**src/design/vrd_pkg.sv**
```systemverilog
// Constants shared by the velocity reach detector and its command filter.
// Assumes velocities arrive as signed whole revolutions per second.
package vrd_pkg;

  // Data widths
  localparam int unsigned VEL_W   = 16;
  localparam int unsigned DIFF_W  = VEL_W + 1;
  localparam int unsigned SEL_W   = 16;
  localparam int unsigned DISP_W  = 16;
  localparam int unsigned PROD_W  = 24;
  localparam int unsigned COEF_W  = 16;

  // Reach digit sits second from the right of the output selection word
  localparam int unsigned REACH_DIGIT_LSB = 4;
  localparam int unsigned DIGIT_W         = 4;
  localparam logic [3:0]  DIGIT_GP        = 4'h3;  // Default: plain output
  localparam logic [3:0]  DIGIT_INV       = 4'hB;  // Open once reached
  localparam logic [SEL_W-1:0] SEL_RESET  = 16'h0030;

  // Ripple window: panel value times scale, held within the legal span
  localparam logic [PROD_W-1:0] RIPPLE_SCALE   = 24'h0000F0;  // 240
  localparam logic [PROD_W-1:0] RIPPLE_MAX_RPS = 24'h000088;  // 136
  localparam logic [DIFF_W-1:0] RIPPLE_RESET   = 17'h00000;

  // Filter setting: value = 72090 / (1400/x + 2.2); its ceiling is unity
  localparam int unsigned FILT_NUM   = 72090;
  localparam int unsigned FILT_DIV   = 1400;
  localparam int unsigned FILT_OFS10 = 22;
  localparam int unsigned COEF_FRAC  = 15;
  localparam logic [COEF_W-1:0] COEF_ONE = 16'h8000;

  // Pin drive mode decoded from the reach digit
  typedef enum logic [1:0] {
    VRD_MODE_GP,
    VRD_MODE_NORMAL,
    VRD_MODE_INVERT
  } vrd_mode_t;

endpackage

```
**src/design/vrd_lpf.sv**
```systemverilog
// First-order digital low-pass filter for one analog command channel.
// Assumes samples arrive with a one-cycle valid strobe on the main clock.
`timescale 1ns/1ps
module vrd_lpf
  import vrd_pkg::*;
(
  // Clock and reset
  input  wire logic                    clock,
  input  wire logic                    rst_n,
  // Sample in
  input  wire logic signed [VEL_W-1:0] sample_in,
  input  wire logic                    sample_valid,
  // Panel setting, unity at COEF_ONE
  input  wire logic [COEF_W-1:0]       filter_setting,
  // Filtered sample out
  output logic signed [VEL_W-1:0]      filtered_out,
  output logic                         filtered_valid
);

  logic signed [VEL_W-1:0]      y_q, y_d;
  logic                         v_q, v_d;
  logic [COEF_W-1:0]            coef;
  logic signed [DIFF_W-1:0]     err;
  logic signed [DIFF_W+COEF_W:0] prod;
  logic signed [DIFF_W+COEF_W:0] step;
  logic signed [DIFF_W:0]       sum;

  // Setting clamps at unity so the output never overshoots the input
  always_comb begin
    coef = (filter_setting > COEF_ONE) ? COEF_ONE : filter_setting;
    err  = DIFF_W'(sample_in) - DIFF_W'(y_q);
    prod = err * $signed({1'b0, coef});
    step = prod >>> COEF_FRAC;
    sum  = (DIFF_W+1)'(y_q) + step[DIFF_W:0];
    y_d  = sample_valid ? sum[VEL_W-1:0] : y_q;
    v_d  = sample_valid;
  end

  // Filter state
  always_ff @(posedge clock) begin
    if (!rst_n) begin
      y_q <= '0;
      v_q <= 1'b0;
    end else begin
      y_q <= y_d;
      v_q <= v_d;
    end
  end

  assign filtered_out   = y_q;
  assign filtered_valid = v_q;

  a_filt_hold_idle: assert property (@(posedge clock) disable iff (!rst_n)
    !sample_valid |=> $stable(filtered_out))
    else $error("filter output moved without a sample");

  a_filt_unity_pass: assert property (@(posedge clock) disable iff (!rst_n)
    sample_valid && filter_setting >= COEF_ONE |=> filtered_out == $past(sample_in))
    else $error("unity setting did not pass the sample through");

  c_filt_sample: cover property (@(posedge clock) disable iff (!rst_n)
    sample_valid && filter_setting < COEF_ONE);

endmodule

```
**src/design/vrd_top.sv**
```systemverilog
// Velocity reach detector with analog command filter.
// Assumes velocities and settings are synchronous to clock and valid each cycle.
// Functional notes
// - Velocity mode: drive reach indication on pin
// - Reach digit is second from right
// - Inverted digit: closed until reached, then open
// - Normal digit: closed when reached, else open
// - Default digit: reach disabled, plain output
// - Reached when difference within ripple window
// - Window equals panel value times 240; the code holds it at 136 rps for any nonzero value
// - Analog command samples pass low-pass filter
// - Filter setting follows cutoff relation
`timescale 1ns/1ps
module vrd_top
  import vrd_pkg::*;
(
  // Clock and reset
  input  wire logic                    clock,
  input  wire logic                    rst_n,
  // Control mode and velocities
  input  wire logic                    velocity_mode,
  input  wire logic signed [VEL_W-1:0] actual_velocity,
  input  wire logic signed [VEL_W-1:0] command_velocity,
  // Settings
  input  wire logic [SEL_W-1:0]        output_function_select,
  input  wire logic [DISP_W-1:0]       reach_ripple_window,
  input  wire logic                    gp_out_level,
  // Analog command channel
  input  wire logic signed [VEL_W-1:0] analog_sample,
  input  wire logic                    analog_valid,
  input  wire logic [COEF_W-1:0]       filter_setting,
  // Outputs
  output logic                         reach_output_pin,
  output logic                         reach_status,
  output logic signed [VEL_W-1:0]      filtered_command,
  output logic                         filtered_valid
);

  // Pull the reach digit out of the selection word
  function automatic vrd_mode_t decode_mode(input logic [SEL_W-1:0] sel);
    logic [DIGIT_W-1:0] digit;
    digit = sel[REACH_DIGIT_LSB +: DIGIT_W];
    case (digit)
      DIGIT_GP:  decode_mode = VRD_MODE_GP;
      DIGIT_INV: decode_mode = VRD_MODE_INVERT;
      default:   decode_mode = VRD_MODE_NORMAL;
    endcase
  endfunction

  // Panel value to window in rps, held at the top of its span
  function automatic logic [DIFF_W-1:0] window_rps(input logic [DISP_W-1:0] disp);
    logic [PROD_W-1:0] prod;
    prod = PROD_W'(disp) * RIPPLE_SCALE;
    // Any nonzero panel value is at least 240 rps, so it always saturates
    if (prod > RIPPLE_MAX_RPS) begin
      prod = RIPPLE_MAX_RPS;
    end
    window_rps = prod[DIFF_W-1:0];
  endfunction

  // Combinational compare path
  vrd_mode_t                mode_c;
  logic [DIFF_W-1:0]        window_c;
  logic signed [DIFF_W-1:0] diff_c;
  logic [DIFF_W-1:0]        abs_c;
  logic                     within_c;
  logic                     reached_c;

  // Registered outputs, plus shadow copies of mode and window for checks
  logic                     pin_q, pin_d;
  logic                     stat_q, stat_d;
  vrd_mode_t                mode_q, mode_d;
  logic [DIFF_W-1:0]        win_q, win_d;

  // Comparison is combinational so the pin lags inputs by one clock only
  always_comb begin
    mode_c   = decode_mode(output_function_select);
    window_c = window_rps(reach_ripple_window);
    diff_c   = DIFF_W'(actual_velocity) - DIFF_W'(command_velocity);
    abs_c    = diff_c[DIFF_W-1] ? DIFF_W'(-diff_c) : DIFF_W'(diff_c);
    within_c = (abs_c <= window_c);
    reached_c = velocity_mode && within_c;
  end

  // Pin level: high means the output contact is closed
  always_comb begin
    mode_d = mode_c;
    win_d  = window_c;
    stat_d = reached_c;
    case (mode_c)
      VRD_MODE_GP:     pin_d = gp_out_level;
      VRD_MODE_NORMAL: pin_d = reached_c;
      VRD_MODE_INVERT: pin_d = !reached_c;
      default:         pin_d = 1'b0;
    endcase
  end

  // Output and status registers, re-evaluated on every clock
  always_ff @(posedge clock) begin
    if (!rst_n) begin
      pin_q  <= 1'b0;
      stat_q <= 1'b0;
      mode_q <= VRD_MODE_GP;
      win_q  <= RIPPLE_RESET;
    end else begin
      pin_q  <= pin_d;
      stat_q <= stat_d;
      mode_q <= mode_d;
      win_q  <= win_d;
    end
  end

  assign reach_output_pin = pin_q;
  assign reach_status     = stat_q;

  // Command channel filter
  vrd_lpf u_lpf (
    .clock          (clock),
    .rst_n          (rst_n),
    .sample_in      (analog_sample),
    .sample_valid   (analog_valid),
    .filter_setting (filter_setting),
    .filtered_out   (filtered_command),
    .filtered_valid (filtered_valid)
  );

  // Pin drive checks, one per reach state in the normal and inverted modes
  a_reach_closes: assert property (@(posedge clock) disable iff (!rst_n)
    mode_c == VRD_MODE_NORMAL && velocity_mode && within_c |=> reach_output_pin)
    else $error("normal mode did not close on reach");

  a_normal_open: assert property (@(posedge clock) disable iff (!rst_n)
    mode_c == VRD_MODE_NORMAL && !within_c |=> !reach_output_pin)
    else $error("normal mode closed before reach");

  a_invert_open: assert property (@(posedge clock) disable iff (!rst_n)
    mode_c == VRD_MODE_INVERT && velocity_mode && within_c |=> !reach_output_pin)
    else $error("inverted mode did not open on reach");

  a_invert_closed: assert property (@(posedge clock) disable iff (!rst_n)
    mode_c == VRD_MODE_INVERT && !within_c |=> reach_output_pin)
    else $error("inverted mode opened before reach");

  // Plain output follows its level one edge late
  a_gp_follows: assert property (@(posedge clock) disable iff (!rst_n)
    output_function_select[REACH_DIGIT_LSB +: DIGIT_W] == DIGIT_GP
    |=> reach_output_pin == $past(gp_out_level))
    else $error("plain output did not follow its level");

  // No reach outside velocity mode
  a_mode_gate: assert property (@(posedge clock) disable iff (!rst_n)
    !velocity_mode |=> !reach_status)
    else $error("reach reported outside velocity mode");

  // Window scaling and its ceiling
  a_window_scale: assert property (@(posedge clock) disable iff (!rst_n)
    reach_ripple_window == 16'h0000 |=> win_q == RIPPLE_RESET)
    else $error("zero panel value gave a nonzero window");

  a_window_cap: assert property (@(posedge clock) disable iff (!rst_n)
    reach_ripple_window != 16'h0000 |=> win_q == DIFF_W'(RIPPLE_MAX_RPS))
    else $error("window not held at its ceiling");

  a_exact_zero: assert property (@(posedge clock) disable iff (!rst_n)
    reach_ripple_window == 16'h0000 && velocity_mode
    ##0 actual_velocity != command_velocity |=> !reach_status)
    else $error("zero window accepted unequal speeds");

  a_status_match: assert property (@(posedge clock) disable iff (!rst_n)
    velocity_mode && actual_velocity == command_velocity |=> reach_status ##1 1'b1)
    else $error("equal speeds not reported as reached");

  // Outside velocity mode the normal and inverted modes park at their not-reached level
  a_normal_idle: assert property (@(posedge clock) disable iff (!rst_n)
    mode_c == VRD_MODE_NORMAL && !velocity_mode |=> !reach_output_pin)
    else $error("normal mode closed outside velocity mode");

  a_invert_idle: assert property (@(posedge clock) disable iff (!rst_n)
    mode_c == VRD_MODE_INVERT && !velocity_mode |=> reach_output_pin)
    else $error("inverted mode opened outside velocity mode");

  // Status tracks the window test whatever the pin is doing
  a_status_within: assert property (@(posedge clock) disable iff (!rst_n)
    velocity_mode && abs_c <= window_c |=> reach_status)
    else $error("speed inside window not reported");

  a_status_outside: assert property (@(posedge clock) disable iff (!rst_n)
    abs_c > window_c |=> !reach_status)
    else $error("speed outside window reported as reached");

  // Digit decode seen through the registered mode
  a_digit_invert: assert property (@(posedge clock) disable iff (!rst_n)
    output_function_select[REACH_DIGIT_LSB +: DIGIT_W] == DIGIT_INV
    |=> mode_q == VRD_MODE_INVERT)
    else $error("inverted digit not decoded");

  a_digit_normal: assert property (@(posedge clock) disable iff (!rst_n)
    output_function_select[REACH_DIGIT_LSB +: DIGIT_W] != DIGIT_INV
    && output_function_select[REACH_DIGIT_LSB +: DIGIT_W] != DIGIT_GP
    |=> mode_q == VRD_MODE_NORMAL)
    else $error("other digit not decoded as normal");

  // Synchronous reset parks both outputs low one edge later
  a_reset_low: assert property (@(posedge clock)
    !rst_n |=> !reach_output_pin && !reach_status)
    else $error("outputs not cleared by reset");

  // Scenario covers
  c_reach_normal: cover property (@(posedge clock) disable iff (!rst_n)
    mode_q == VRD_MODE_NORMAL && reach_output_pin);

  c_reach_invert: cover property (@(posedge clock) disable iff (!rst_n)
    mode_q == VRD_MODE_INVERT && !reach_output_pin ##1 reach_output_pin);

  c_gp_high: cover property (@(posedge clock) disable iff (!rst_n)
    mode_q == VRD_MODE_GP && reach_output_pin);

  c_window_edge: cover property (@(posedge clock) disable iff (!rst_n)
    velocity_mode && window_c != '0 && abs_c == window_c);

endmodule

```
**config.mk**
```make
export PLATFORM = sky130hd
export DESIGN_NAME = vrd_top
export DESIGN_NICKNAME = d
export VERILOG_FILES = /design/src/design/vrd_pkg.sv /design/src/design/vrd_lpf.sv /design/src/design/vrd_top.sv
export SDC_FILE = /design/constraint.sdc
export NUM_CORES = 1
export LEC_CHECK = 0
export BUFFER_PORTS_ARGS = -buffer_cell sky130_fd_sc_hd__buf_2
export CAP_MARGIN = 20
export CORE_ASPECT_RATIO = 0.75
export CORE_MARGIN = 2
export CORE_UTILIZATION = 64
export DETAILED_ROUTE_END_ITERATION = 12
export HOLD_SLACK_MARGIN = 0.1
export PLACE_DENSITY = 0.85
export REMOVE_ABC_BUFFERS = 1
export SYNTH_ARGS = -nofsm -noshare
export SYNTH_HDL_FRONTEND = slang
export SYNTH_SLANG_ARGS = --single-unit
```
**constraint.sdc**
```tcl
create_clock -name clock -period 13.56 [get_ports clock]
set_input_delay 2.712 -clock clock [delete_from_list [all_inputs] [get_ports clock]]
set_output_delay 2.712 -clock clock [all_outputs]
set_load 0.005 [all_outputs]
```
==> results of run 1 <==
==> layout by cell type, fill, tap and decap left out, types with 3 or more instances in the layout <==
cell type / count
a211oi_1: 11
and2_1: 9
clkbuf_16: 3
nand3b_1: 4
o21bai_1: 7
o41ai_1: 4
xnor2_1: 58
nor2_1: 190
nor4_1: 9
o22ai_1: 4
ha_1: 164
nor3_1: 13
dfxtp_1: 19
o21ai_0: 49
a31oi_1: 5
nand3_1: 17
o31a_1: 4
o2111ai_1: 3
a21oi_1: 51
conb_1: 9
nand2_1: 159
xor2_1: 29
o211ai_1: 5
buf_4: 28
or2_2: 9
buf_2: 107
nand2b_1: 23
nand4_1: 8
and3_1: 3
o31ai_1: 3
o221ai_1: 3
o21a_1: 19
nor2b_1: 24
fa_1: 289
inv_1: 378
mux2i_1: 14
a21boi_0: 4
a21o_1: 31
==> state kept, by name, summed over array words and instances (netlist names) <==
name,count
reach_output_pin,1
reach_status,1
u_lpf.filtered_out,16
u_lpf.filtered_valid,1
==> per-stage QoR <==
stage	hold WS, ns	util [%]	TNS, ns	setup slack, ns	instance area, µm²
6_report	0.499	70.2	0	0.471	15500
4_1_cts	0.501	70.1	0	0.438	15500
3_3_place_gp	0.489	69.7	0	0.244	15400
3_5_place_dp	0.493	69.7	0	0.263	15400
2_1_floorplan	0.483	-	0	1.38	14300
5_1_grt	0.540	70.2	-0.000145	-0.000145	15500
==> worst paths after layout <==
check | startpoint | end | slack, ns | cells after the start
setup / recovery | analog_sample[0] | u_lpf.filtered_out[15] | 0.47 | 44
hold / removal | u_lpf.filtered_out[14] | u_lpf.filtered_out[14] | 0.50 | 2
setup reg to reg | u_lpf.filtered_out[1] | u_lpf.filtered_out[15] | 2.59 | 43
hold reg to reg | u_lpf.filtered_out[14] | u_lpf.filtered_out[14] | 0.50 | 2
==> layer usage <==
| layer | track usage (%) | up-vias | wire (µm) |
|---|---|---|---|
| li1 | - | 5504 | - |
| met1 | 46.3 | 5777 | 15100 |
| met2 | 50.2 | 634 | 16100 |
| met3 | 11.3 | 97 | 4650 |
| met4 | 7.07 | 2 | 889 |
| met5 | 1.46 | - | 48 |
==> cell type report <==
cell class / instances / area, µm²
multi-input combinational: 1273 / 12500
fill: 1769 / 6580
inverter: 378 / 1420
timing repair buffer: 135 / 746
sequential: 19 / 380
tap: 294 / 368
clock buffer: 4 / 78.8
==> logic make-up (layout without fill, tap and decap cells) <==
| family | after synthesis | count (layout) | synth area share [%] |
|---|---|---|---|
| AND/OR/NAND/NOR | 476 | 476 | 14.5 |
| adder cells (fa/ha/maj) | 453 | 453 | 54.6 |
| buffers and inverters | 413 | 517 | 10.8 |
| AO/OA/AOI/OAI | 231 | 231 | 10.9 |
| XOR/XNOR | 90 | 90 | 5.58 |
| flip-flops | 19 | 19 | 2.65 |
| multiplexers | 14 | 14 | 0.975 |
| other | 1 | 9 | 0.0261 |
==> worst max-delay path: cells and delay by family <==
kind / cells / cell delay, ns
adders and majority gates: 10 / 4.17
xor gates and xnor gates: 4 / 0.85
buffers and inverters: 5 / 0.31
and+or+nand+nor: 7 / 1.17
AOI/OAI and AO/OA: 18 / 4.08
==> metrics.md, run 1 <==
| Metric | Value |
|---|---|
| Status | `finished, final reports clean` |
| CTS buffer count | `3` |
| Worst-path fanout max | `4` |
| Ys flop type | `dfxtp_1` |
| Crit end category | `flip-flop` |
| Synth-to-layout area growth | `7.71%` |
| Layout cells sized above 1 | `8.73%` |
| Clock tree from TritonCTS | `built` |
| Tcrit/Tclk final | `96.5%` |
| # IOs | `120` |
| Placer Congestion | `0.974` |
| Syn. warnings | `0` |
| Clock root buffer | `clkbuf_16` |
| Pin count of the biggest net entering global routing | `29` |
| Slowest CP cell | `fa_1` |
| Die Ht | `134 µm` |
| Routed Antenna Nets | `0` |
| Std-Cell Rows | `47` |
| CP most frequent cell | `fa_1` |
| Core Box Area | `0.0221 mm²` |
| First-pass GRT wire length | `61,600 µm` |
| DR iter-0 viols | `982` |
| Overall routing resource usage | `33.1%` |
| Clock Tree Buf Depth | `2` |
| Setup violators final | `0` |
| Placed cells | `2,099` |
| CTS H-tree depth | `1` |
| Gate Count Post-Synth | `1,697` |
| Non-filler instance count after layout | `2,103` |
| Worst EP required | `13.75 ns` |
| Post-CTS setup buffers | `0` |
| Final worst path period need | `13.09 ns` |
| Cell area after synthesis | `0.0144 mm²` |
| Post-DR vias/cell | `5.71` |
| Post-synth top area cell | `fa_1` |
| Nets | `2,364` |
| Slowest cell delay on critical path | `0.59 ns` |
| Count of pins over their slew limit | `0` |
| Effective utilization at floorplan | `65.2%` |
| Sequential-to-total area share from yosys stat | `2.65%` |
| Count leader, synth | `inv_1` |
| Sink Count | `19` |
| CP Launch Type | `primary input` |
| Initial antenna violation count | `0` |
| Drt pass-1 iters | `6` |
| Clk slew on worst S/H paths | `0.06 ns` |
| Die area | `0.0237 mm²` |
| Worst clock skew | `0.00457 ns` |
| Tightest Pin Transition | `1.05 ns` |
| Drt drc | `0` |
| Vias in the first global route | `12,600` |
| Total gr overflow | `0` |
| Ranking of synthesized cells by area | `fa_1 (40%), ha_1 (14%), inv_1 (9.9%)` |
| # resized after CTS | `0` |
| Crit path DAT | `13.28 ns` |
| Avg Synthesized Cell Area | `8.47 µm²` |
| Hold Path Class | `reg -> reg` |
| ANT cells | `0` |
| Final WL | `36,800 µm` |
| Yosys reg bits | `19` |
| Hold Buf Count CTS | `0` |
| DIE WIDTH | `177 µm` |
| WS Path Type | `in -> reg` |
| PortBufs | `107` |
| Via count | `12,000` |
| Slew HR | `29.7%` |
| FMAX | `76.4 MHz` |
| Total of max-cap violations | `0` |
| Clk Latency, worst-skew pair | `0.26 ns` |
| Share of the synthesized area in the top cell type | `40.3%` |
| DP HPWL | `31,800 µm` |
| Synth top cells by count | `inv_1 (378), fa_1 (289), nor2_1 (190)` |
| Post-synth EDFFs | `0` |
| Final Hold Fails | `0` |
| Distinct cells, synth | `62` |
| Synth async-reset ratio | `0%` |
| Routed length per instance | `17.5 µm` |
Power of run 1 is not shown: default switching activity piles up to over one toggle a cycle in this logic, so the estimate is an artifact.
==> inputs of run 2 (changes only) <==
--- a/config.mk
+++ b/config.mk
@@ -12,8 +12,9 @@
 export CORE_UTILIZATION = 64
 export DETAILED_ROUTE_END_ITERATION = 12
 export HOLD_SLACK_MARGIN = 0.1
-export PLACE_DENSITY = 0.85
+export PLACE_DENSITY = 0.84
 export REMOVE_ABC_BUFFERS = 1
 export SYNTH_ARGS = -nofsm -noshare
 export SYNTH_HDL_FRONTEND = slang
+export SYNTH_HIERARCHICAL = 1
 export SYNTH_SLANG_ARGS = --single-unit
==> metrics.md, run 2 <==
| Metric | Value |
|---|---|
| ANT cells | `0 (unchanged)` |
| CP most frequent cell | `fa_1` |
| Drt drc | `0 (unchanged)` |
| DR iter-0 viols | `1,193 (+21%)` |
| Routed Antenna Nets | `0 (unchanged)` |
| Synth-to-layout area growth | `7.08%` |
| Synth Area in Compound Gates | `10.6% (-0.32 points)` |
| DIE WIDTH | `180 µm (+1.8%)` |
| Die Ht | `136 µm (+1.8%)` |
| Gate Count Post-Synth | `1,797 (+5.9%)` |
| First-pass GRT wire length | `63,300 µm (+2.7%)` |
| Hold WS | `0.485 ns (-0.0143 ns)` |
| Setup TNS | `0 ns (unchanged)` |
| Post-DR vias/cell | `5.75 (+0.67%)` |
| Hold Buf Count CTS | `0 (unchanged)` |
| Main combinational cell family by area after synthesis | `adder cells` |
| Sink Count | `19 (unchanged)` |
| Max FFs per register | `16 (unchanged)` |
| Yosys reg bits | `19 (unchanged)` |
| Hold Path Class | `reg -> reg` |
| Crit path DAT | `13.06 ns (-0.22 ns)` |
| Final WL | `38,200 µm (+3.7%)` |
| Ys flop type | `dfxtp_1` |
| Count leader, synth | `inv_1` |
| PortBufs | `107 (unchanged)` |
| Via count | `12,700 (+5.5%)` |
| Dpl ws | `0.469 ns (+0.206 ns)` |
| Final worst path period need | `12.87 ns (-0.223 ns)` |
| Core Box Area | `0.0229 mm² (+4.0%)` |
| # IOs | `120 (unchanged)` |
| Effective utilization at floorplan | `65.0% (-0.18 points)` |
| Nets | `2,458 (+4.0%)` |
| Die area | `0.0245 mm² (+3.7%)` |
| Syn. warnings | `6 (+6)` |
| Worst-path fanout max | `5 (+1)` |
| CP Launch Type | `primary input` |
| Slew HR | `25.6% (-4.0 points)` |
| Clk Latency, worst-skew pair | `0.26 ns (about the same)` |
| FMAX | `77.7 MHz (+1.7%)` |
| Distinct cells, synth | `80 (+29%)` |
| Ranking of synthesized cells by area | `fa_1 (39%), ha_1 (14%), inv_1 (11%)` |
| Clock tree from TritonCTS | `built` |
| Placer Congestion | `0.957 (-1.7%)` |
| CTS buffer count | `3 (unchanged)` |
| Slowest CP cell | `xnor2_1` |
| Simple-Gate Fraction of Synth Area | `16.1% (+1.6 points)` |
| Sequential-to-total area share from yosys stat | `2.55% (-0.096 points)` |
| Clk slew on worst S/H paths | `0.06 ns (about the same)` |
| Routed length per instance | `17.3 µm (-0.99%)` |
| Critical path's top delay family | `adder cells` |
| Post-CTS setup buffers | `0 (unchanged)` |
| Worst EP required | `13.75 ns (about the same)` |
| # resized after CTS | `0 (unchanged)` |
| Slowest cell delay on critical path | `0.88 ns (+0.29 ns)` |
| Final Hold Fails | `0 (unchanged)` |
| Clock Tree Buf Depth | `2 (unchanged)` |
| Crit end category | `flip-flop` |
| Layout cells sized above 1 | `8.41% (-0.33 points)` |
| Area share of fa/ha/maj cells after synthesis | `52.6% (-2.0 points)` |
| Initial antenna violation count | `0 (unchanged)` |
| Std-Cell Rows | `48 (+2.1%)` |
| Vias in the first global route | `13,000 (+2.6%)` |
| Tightest Pin Transition | `1.11 ns (+0.0599 ns)` |
| Post-synth EDFFs | `0 (unchanged)` |
| Post-synth top area cell | `fa_1` |
| Highest-count cells in the layout ignoring fill and taps | `inv_1 (428), fa_1 (289), nor2_1 (195), nand2_1 (171), ha_1 (164)` |
| Overall routing resource usage | `32.3% (-0.86 points)` |
| Setup ws final | `0.693 ns (+0.223 ns)` |
| Synth top cells by count | `inv_1 (428), fa_1 (289), nor2_1 (195)` |
| RSZ-0062 raised after global routing | `false` |
| Status | `finished, final reports clean` |
| Tcrit/Tclk final | `94.9% (-1.6 points)` |
| Setup violators final | `0 (unchanged)` |
| Total of max-cap violations | `0 (unchanged)` |
| CTS H-tree depth | `1 (unchanged)` |
| Clock root buffer | `clkbuf_16` |
| Share of the synthesized area in the top cell type | `38.8% (-1.5 points)` |
| Count of pins over their slew limit | `0 (unchanged)` |
| Drt pass-1 iters | `7 (+1)` |
| Post-synthesis mux area share | `1.35% (+0.38 points)` |
| Total gr overflow | `0 (unchanged)` |
| Most common cell after layout, fill and taps aside | `inv_1` |
| Cell area after synthesis | `0.0149 mm² (+3.8%)` |
| WP buf/inv | `4 (-1)` |
| Avg Synthesized Cell Area | `8.30 µm² (-2.0%)` |
| Synth async-reset ratio | `0% (unchanged)` |
| DP HPWL | `32,600 µm (+2.4%)` |
| WS Path Type | `in -> reg` |
| Worst clock skew | `0.00412 ns (-0.000447 ns)` |
| Xor and xnor fraction of the mapped netlist area | `4.99% (-0.59 points)` |
| Pin count of the biggest net entering global routing | `29 (unchanged)` |
## run 2: cell count changes after synthesis, moves of 5 or more
cell,before,now
nand2_1,159,171
nor2_1,190,195
nor3_1,13,20
nor3b_1,1,6
o21ai_0,49,38
nand2b_1,23,16
and3_1,3,9
or3_1,2,12
inv_1,378,428
mux2i_1,14,19
## run 2: final timing paths
check | cells past startpoint | slack [ns] | endpoint | from
worst max-delay path | 39 | 0.69 | u_lpf/filtered_out[15] | analog_sample[3]
worst max register to register | 39 | 2.72 | u_lpf/filtered_out[15] | u_lpf/filtered_out[1]
worst min-delay path | 2 | 0.48 | u_lpf/filtered_out[15] | u_lpf/filtered_out[15]
worst min register to register | 2 | 0.48 | u_lpf/filtered_out[15] | u_lpf/filtered_out[15]
## run 2: cell families after synthesis
family	after synthesis
simple gates	525
buf+inv	466
fa+ha+maj	453
compound gates	228
xor+xnor	85
mux	20
flops	19
other cells	1
## run 2: tightest hold or removal path, delay by kind of cell (launching register included)
| kind | cells | cell delay, ns |
|---|---|---|
| flip-flops | 1 | 0.32 |
| multiplexers | 1 | 0.06 |
| AND/OR/NAND/NOR | 1 | 0.05 |
## run 2: area by class of cell
class	instances	area (µm²)
clock buffers	4	78.8
flip-flops and latches	19	380
repair buffers	131	716
fillers	1820	6980
well taps	300	375
inverters	429	1610
multi-input cells	1320	12800
## run 2: per-layer routing
metal,vias to the layer above,GRT usage [%],routed length [µm]
li1,5794,-,-
met1,6105,45.4,15900
met2,667,50.5,16600
met3,102,8.44,4650
met4,2,7.17,968
met5,-,1.40,46
## run 2: per-stage QoR
stage | cell area, µm² | util [%] | std cells
after floorplan | 14800 | - | 1768
after global placement | 15900 | 69.2 | 2198
after detailed placement | 15900 | 69.2 | 2198
after CTS | 15900 | 69.5 | 2202
after global routing | 16000 | 69.6 | 2203
final | 16000 | 69.6 | 2203
Power of run 2 is left out for the same reason.
==> inputs of run 3 (changes only) <==
==> constraint.sdc (replaced) <==
create_clock -name clock -period 13.53 [get_ports clock]
set_input_delay 2.706 -clock clock [delete_from_list [all_inputs] [get_ports clock]]
set_output_delay 2.706 -clock clock [all_outputs]
set_load 0.005 [all_outputs]
==> metrics.md, run 3 (same netlist as run 2, synthesis figures left out) <==
| Metric | Value |
|---|---|
| Filler cell count | `1,836 (+0.88%)` |
| Final worst path period need | `12.76 ns` |
| DIE WIDTH | `180 µm (unchanged)` |
| Slew HR | `29.6% (+4.0 points)` |
| Layout cells sized above 1 | `8.46% (+0.053 points)` |
| Vias in the first global route | `12,900 (-0.29%)` |
| Final Hold Fails | `0 (unchanged)` |
| CTS buffer count | `3 (unchanged)` |
| Routed Antenna Nets | `0 (unchanged)` |
| Tightest Pin Transition | `1.05 ns (-0.0537 ns)` |
| DP HPWL | `32,900 µm (+0.95%)` |
| Status | `finished, final reports clean` |
| Placer Congestion | `0.961 (+0.46%)` |
| Clock root buffer | `clkbuf_16` |
| Slowest cell delay on critical path | `0.83 ns (-0.05 ns)` |
| First-pass GRT wire length | `63,800 µm (+0.82%)` |
| PortBufs | `107 (unchanged)` |
| Reg area | `380 µm² (unchanged)` |
| Total of max-cap violations | `0 (unchanged)` |
| Initial antenna violation count | `0 (unchanged)` |
| DR iter-0 viols | `1,169 (-2.0%)` |
| CP Launch Type | `primary input` |
| Startpoint of the worst hold path | `u_lpf/filtered_out[15]` |
| # IOs | `120 (unchanged)` |
| CP most frequent cell | `fa_1` |
| ANT cells | `0 (unchanged)` |
| CTS H-tree depth | `1 (unchanged)` |
| Routed length per instance | `17.5 µm (+0.68%)` |
| CP startpoint | `analog_sample[2]` |
| Max FFs per register | `16 (unchanged)` |
| Die area | `0.0245 mm² (unchanged)` |
| Crit path DAT | `12.95 ns (-0.11 ns)` |
| Crit end category | `flip-flop` |
| Clk Latency, worst-skew pair | `0.26 ns (about the same)` |
| Die Ht | `136 µm (unchanged)` |
| Clk slew on worst S/H paths | `0.06 ns (about the same)` |
| WS Path Type | `in -> reg` |
| RSZ-0062 raised after global routing | `false` |
| Post-CTS setup buffers | `0 (unchanged)` |
| Worst clock skew | `0.00416 ns (+0.0000420 ns)` |
| Sink Count | `19 (unchanged)` |
| Clock tree from TritonCTS | `built` |
| Nets | `2,458 (unchanged)` |
| Via count | `12,700 (+0.063%)` |
| Worst-path fanout max | `5 (unchanged)` |
| FMAX | `78.4 MHz` |
| Highest-count cells in the layout ignoring fill and taps | `inv_1 (428), fa_1 (289), nor2_1 (195), nand2_1 (171), ha_1 (164)` |
| Drt drc | `0 (unchanged)` |
| Setup TNS | `0 ns (unchanged)` |
| Multi-input gate area | `0.0128 mm² (unchanged)` |
| Tcrit/Tclk final | `94.3%` |
| Hold Buf Count CTS | `0 (unchanged)` |
| # resized after CTS | `0 (unchanged)` |
| Count of pins over their slew limit | `0 (unchanged)` |
| Hold Path Class | `reg -> reg` |
| Slowest CP cell | `xnor2_1` |
| Setup violators final | `0 (unchanged)` |
| Synth-to-layout area growth | `7.09% (about the same)` |
| Post-DR vias/cell | `5.75 (about the same)` |
| Crit Reg-Reg Startpoint | `u_lpf/filtered_out[1]` |
| Std-Cell Rows | `48 (unchanged)` |
| Total gr overflow | `0 (unchanged)` |
| Core Box Area | `0.0229 mm² (unchanged)` |
| Effective utilization at floorplan | `65.0% (unchanged)` |
| Most common cell after layout, fill and taps aside | `inv_1` |
| Final WL | `38,500 µm (+0.68%)` |
| Worst EP required | `13.72 ns (-0.03 ns)` |
| Overall routing resource usage | `32.5% (+0.21 points)` |
| Pin count of the biggest net entering global routing | `29 (unchanged)` |
| Clock Tree Buf Depth | `2 (unchanged)` |
| Drt pass-1 iters | `6 (-1)` |
==> run 3: changes by cell type in the layout (fill, tap and decap cells not counted) <==
cell / change
clkbuf_1: -1
clkinv_2: +1
==> run 3: per-stage QoR <==
| stage | setup WS, ns | cells | util (%) | hold slack [ns] | instance area, µm² |
|---|---|---|---|---|---|
| after floorplan | 1.79 | 1768 | - | 0.464 | 14800 |
| after global placement | 0.643 | 2198 | 69.2 | 0.457 | 15900 |
| after detailed placement | 0.448 | 2198 | 69.2 | 0.462 | 15900 |
| after CTS | 0.665 | 2202 | 69.5 | 0.480 | 15900 |
| after global routing | 0.235 | 2203 | 69.6 | 0.496 | 16000 |
| final | 0.770 | 2203 | 69.6 | 0.482 | 16000 |
==> run 3: worst paths after layout <==
check / endpoint / slack, ns / cells after the start
setup reg to reg: u_lpf/filtered_out[15] / 2.78 / 39
hold / removal: u_lpf/filtered_out[15] / 0.48 / 2
hold reg to reg: u_lpf/filtered_out[15] / 0.48 / 2
setup / recovery: u_lpf/filtered_out[15] / 0.77 / 39
==> run 3: final cells by class <==
type	instances	area share (%)
timing repair buffer	131	4.48
sequential	19	2.38
clock buffer	3	0.470
inverter	429	10.1
clock inverter	1	0.0314
multi-input combinational	1320	80.2
tap	300	2.35
==> run 3: worst max-delay path: cells and delay by family <==
family / cells / cell delay (ns)
buf+inv: 4 / 0.26
simple gates: 5 / 0.81
fa+ha+maj: 9 / 4.17
xor+xnor: 2 / 0.92
compound gates: 17 / 3.65
mux: 2 / 0.44
==> run 3: metal layers <==
| layer | global-route usage, % | wire length [µm] |
|---|---|---|
| met1 | 45.4 | 16200 |
| met2 | 51.4 | 16800 |
| met3 | 7.77 | 4420 |
| met4 | 8.02 | 1060 |
| met5 | 0.400 | 0 |
Power of run 3 is left out for the same reason.
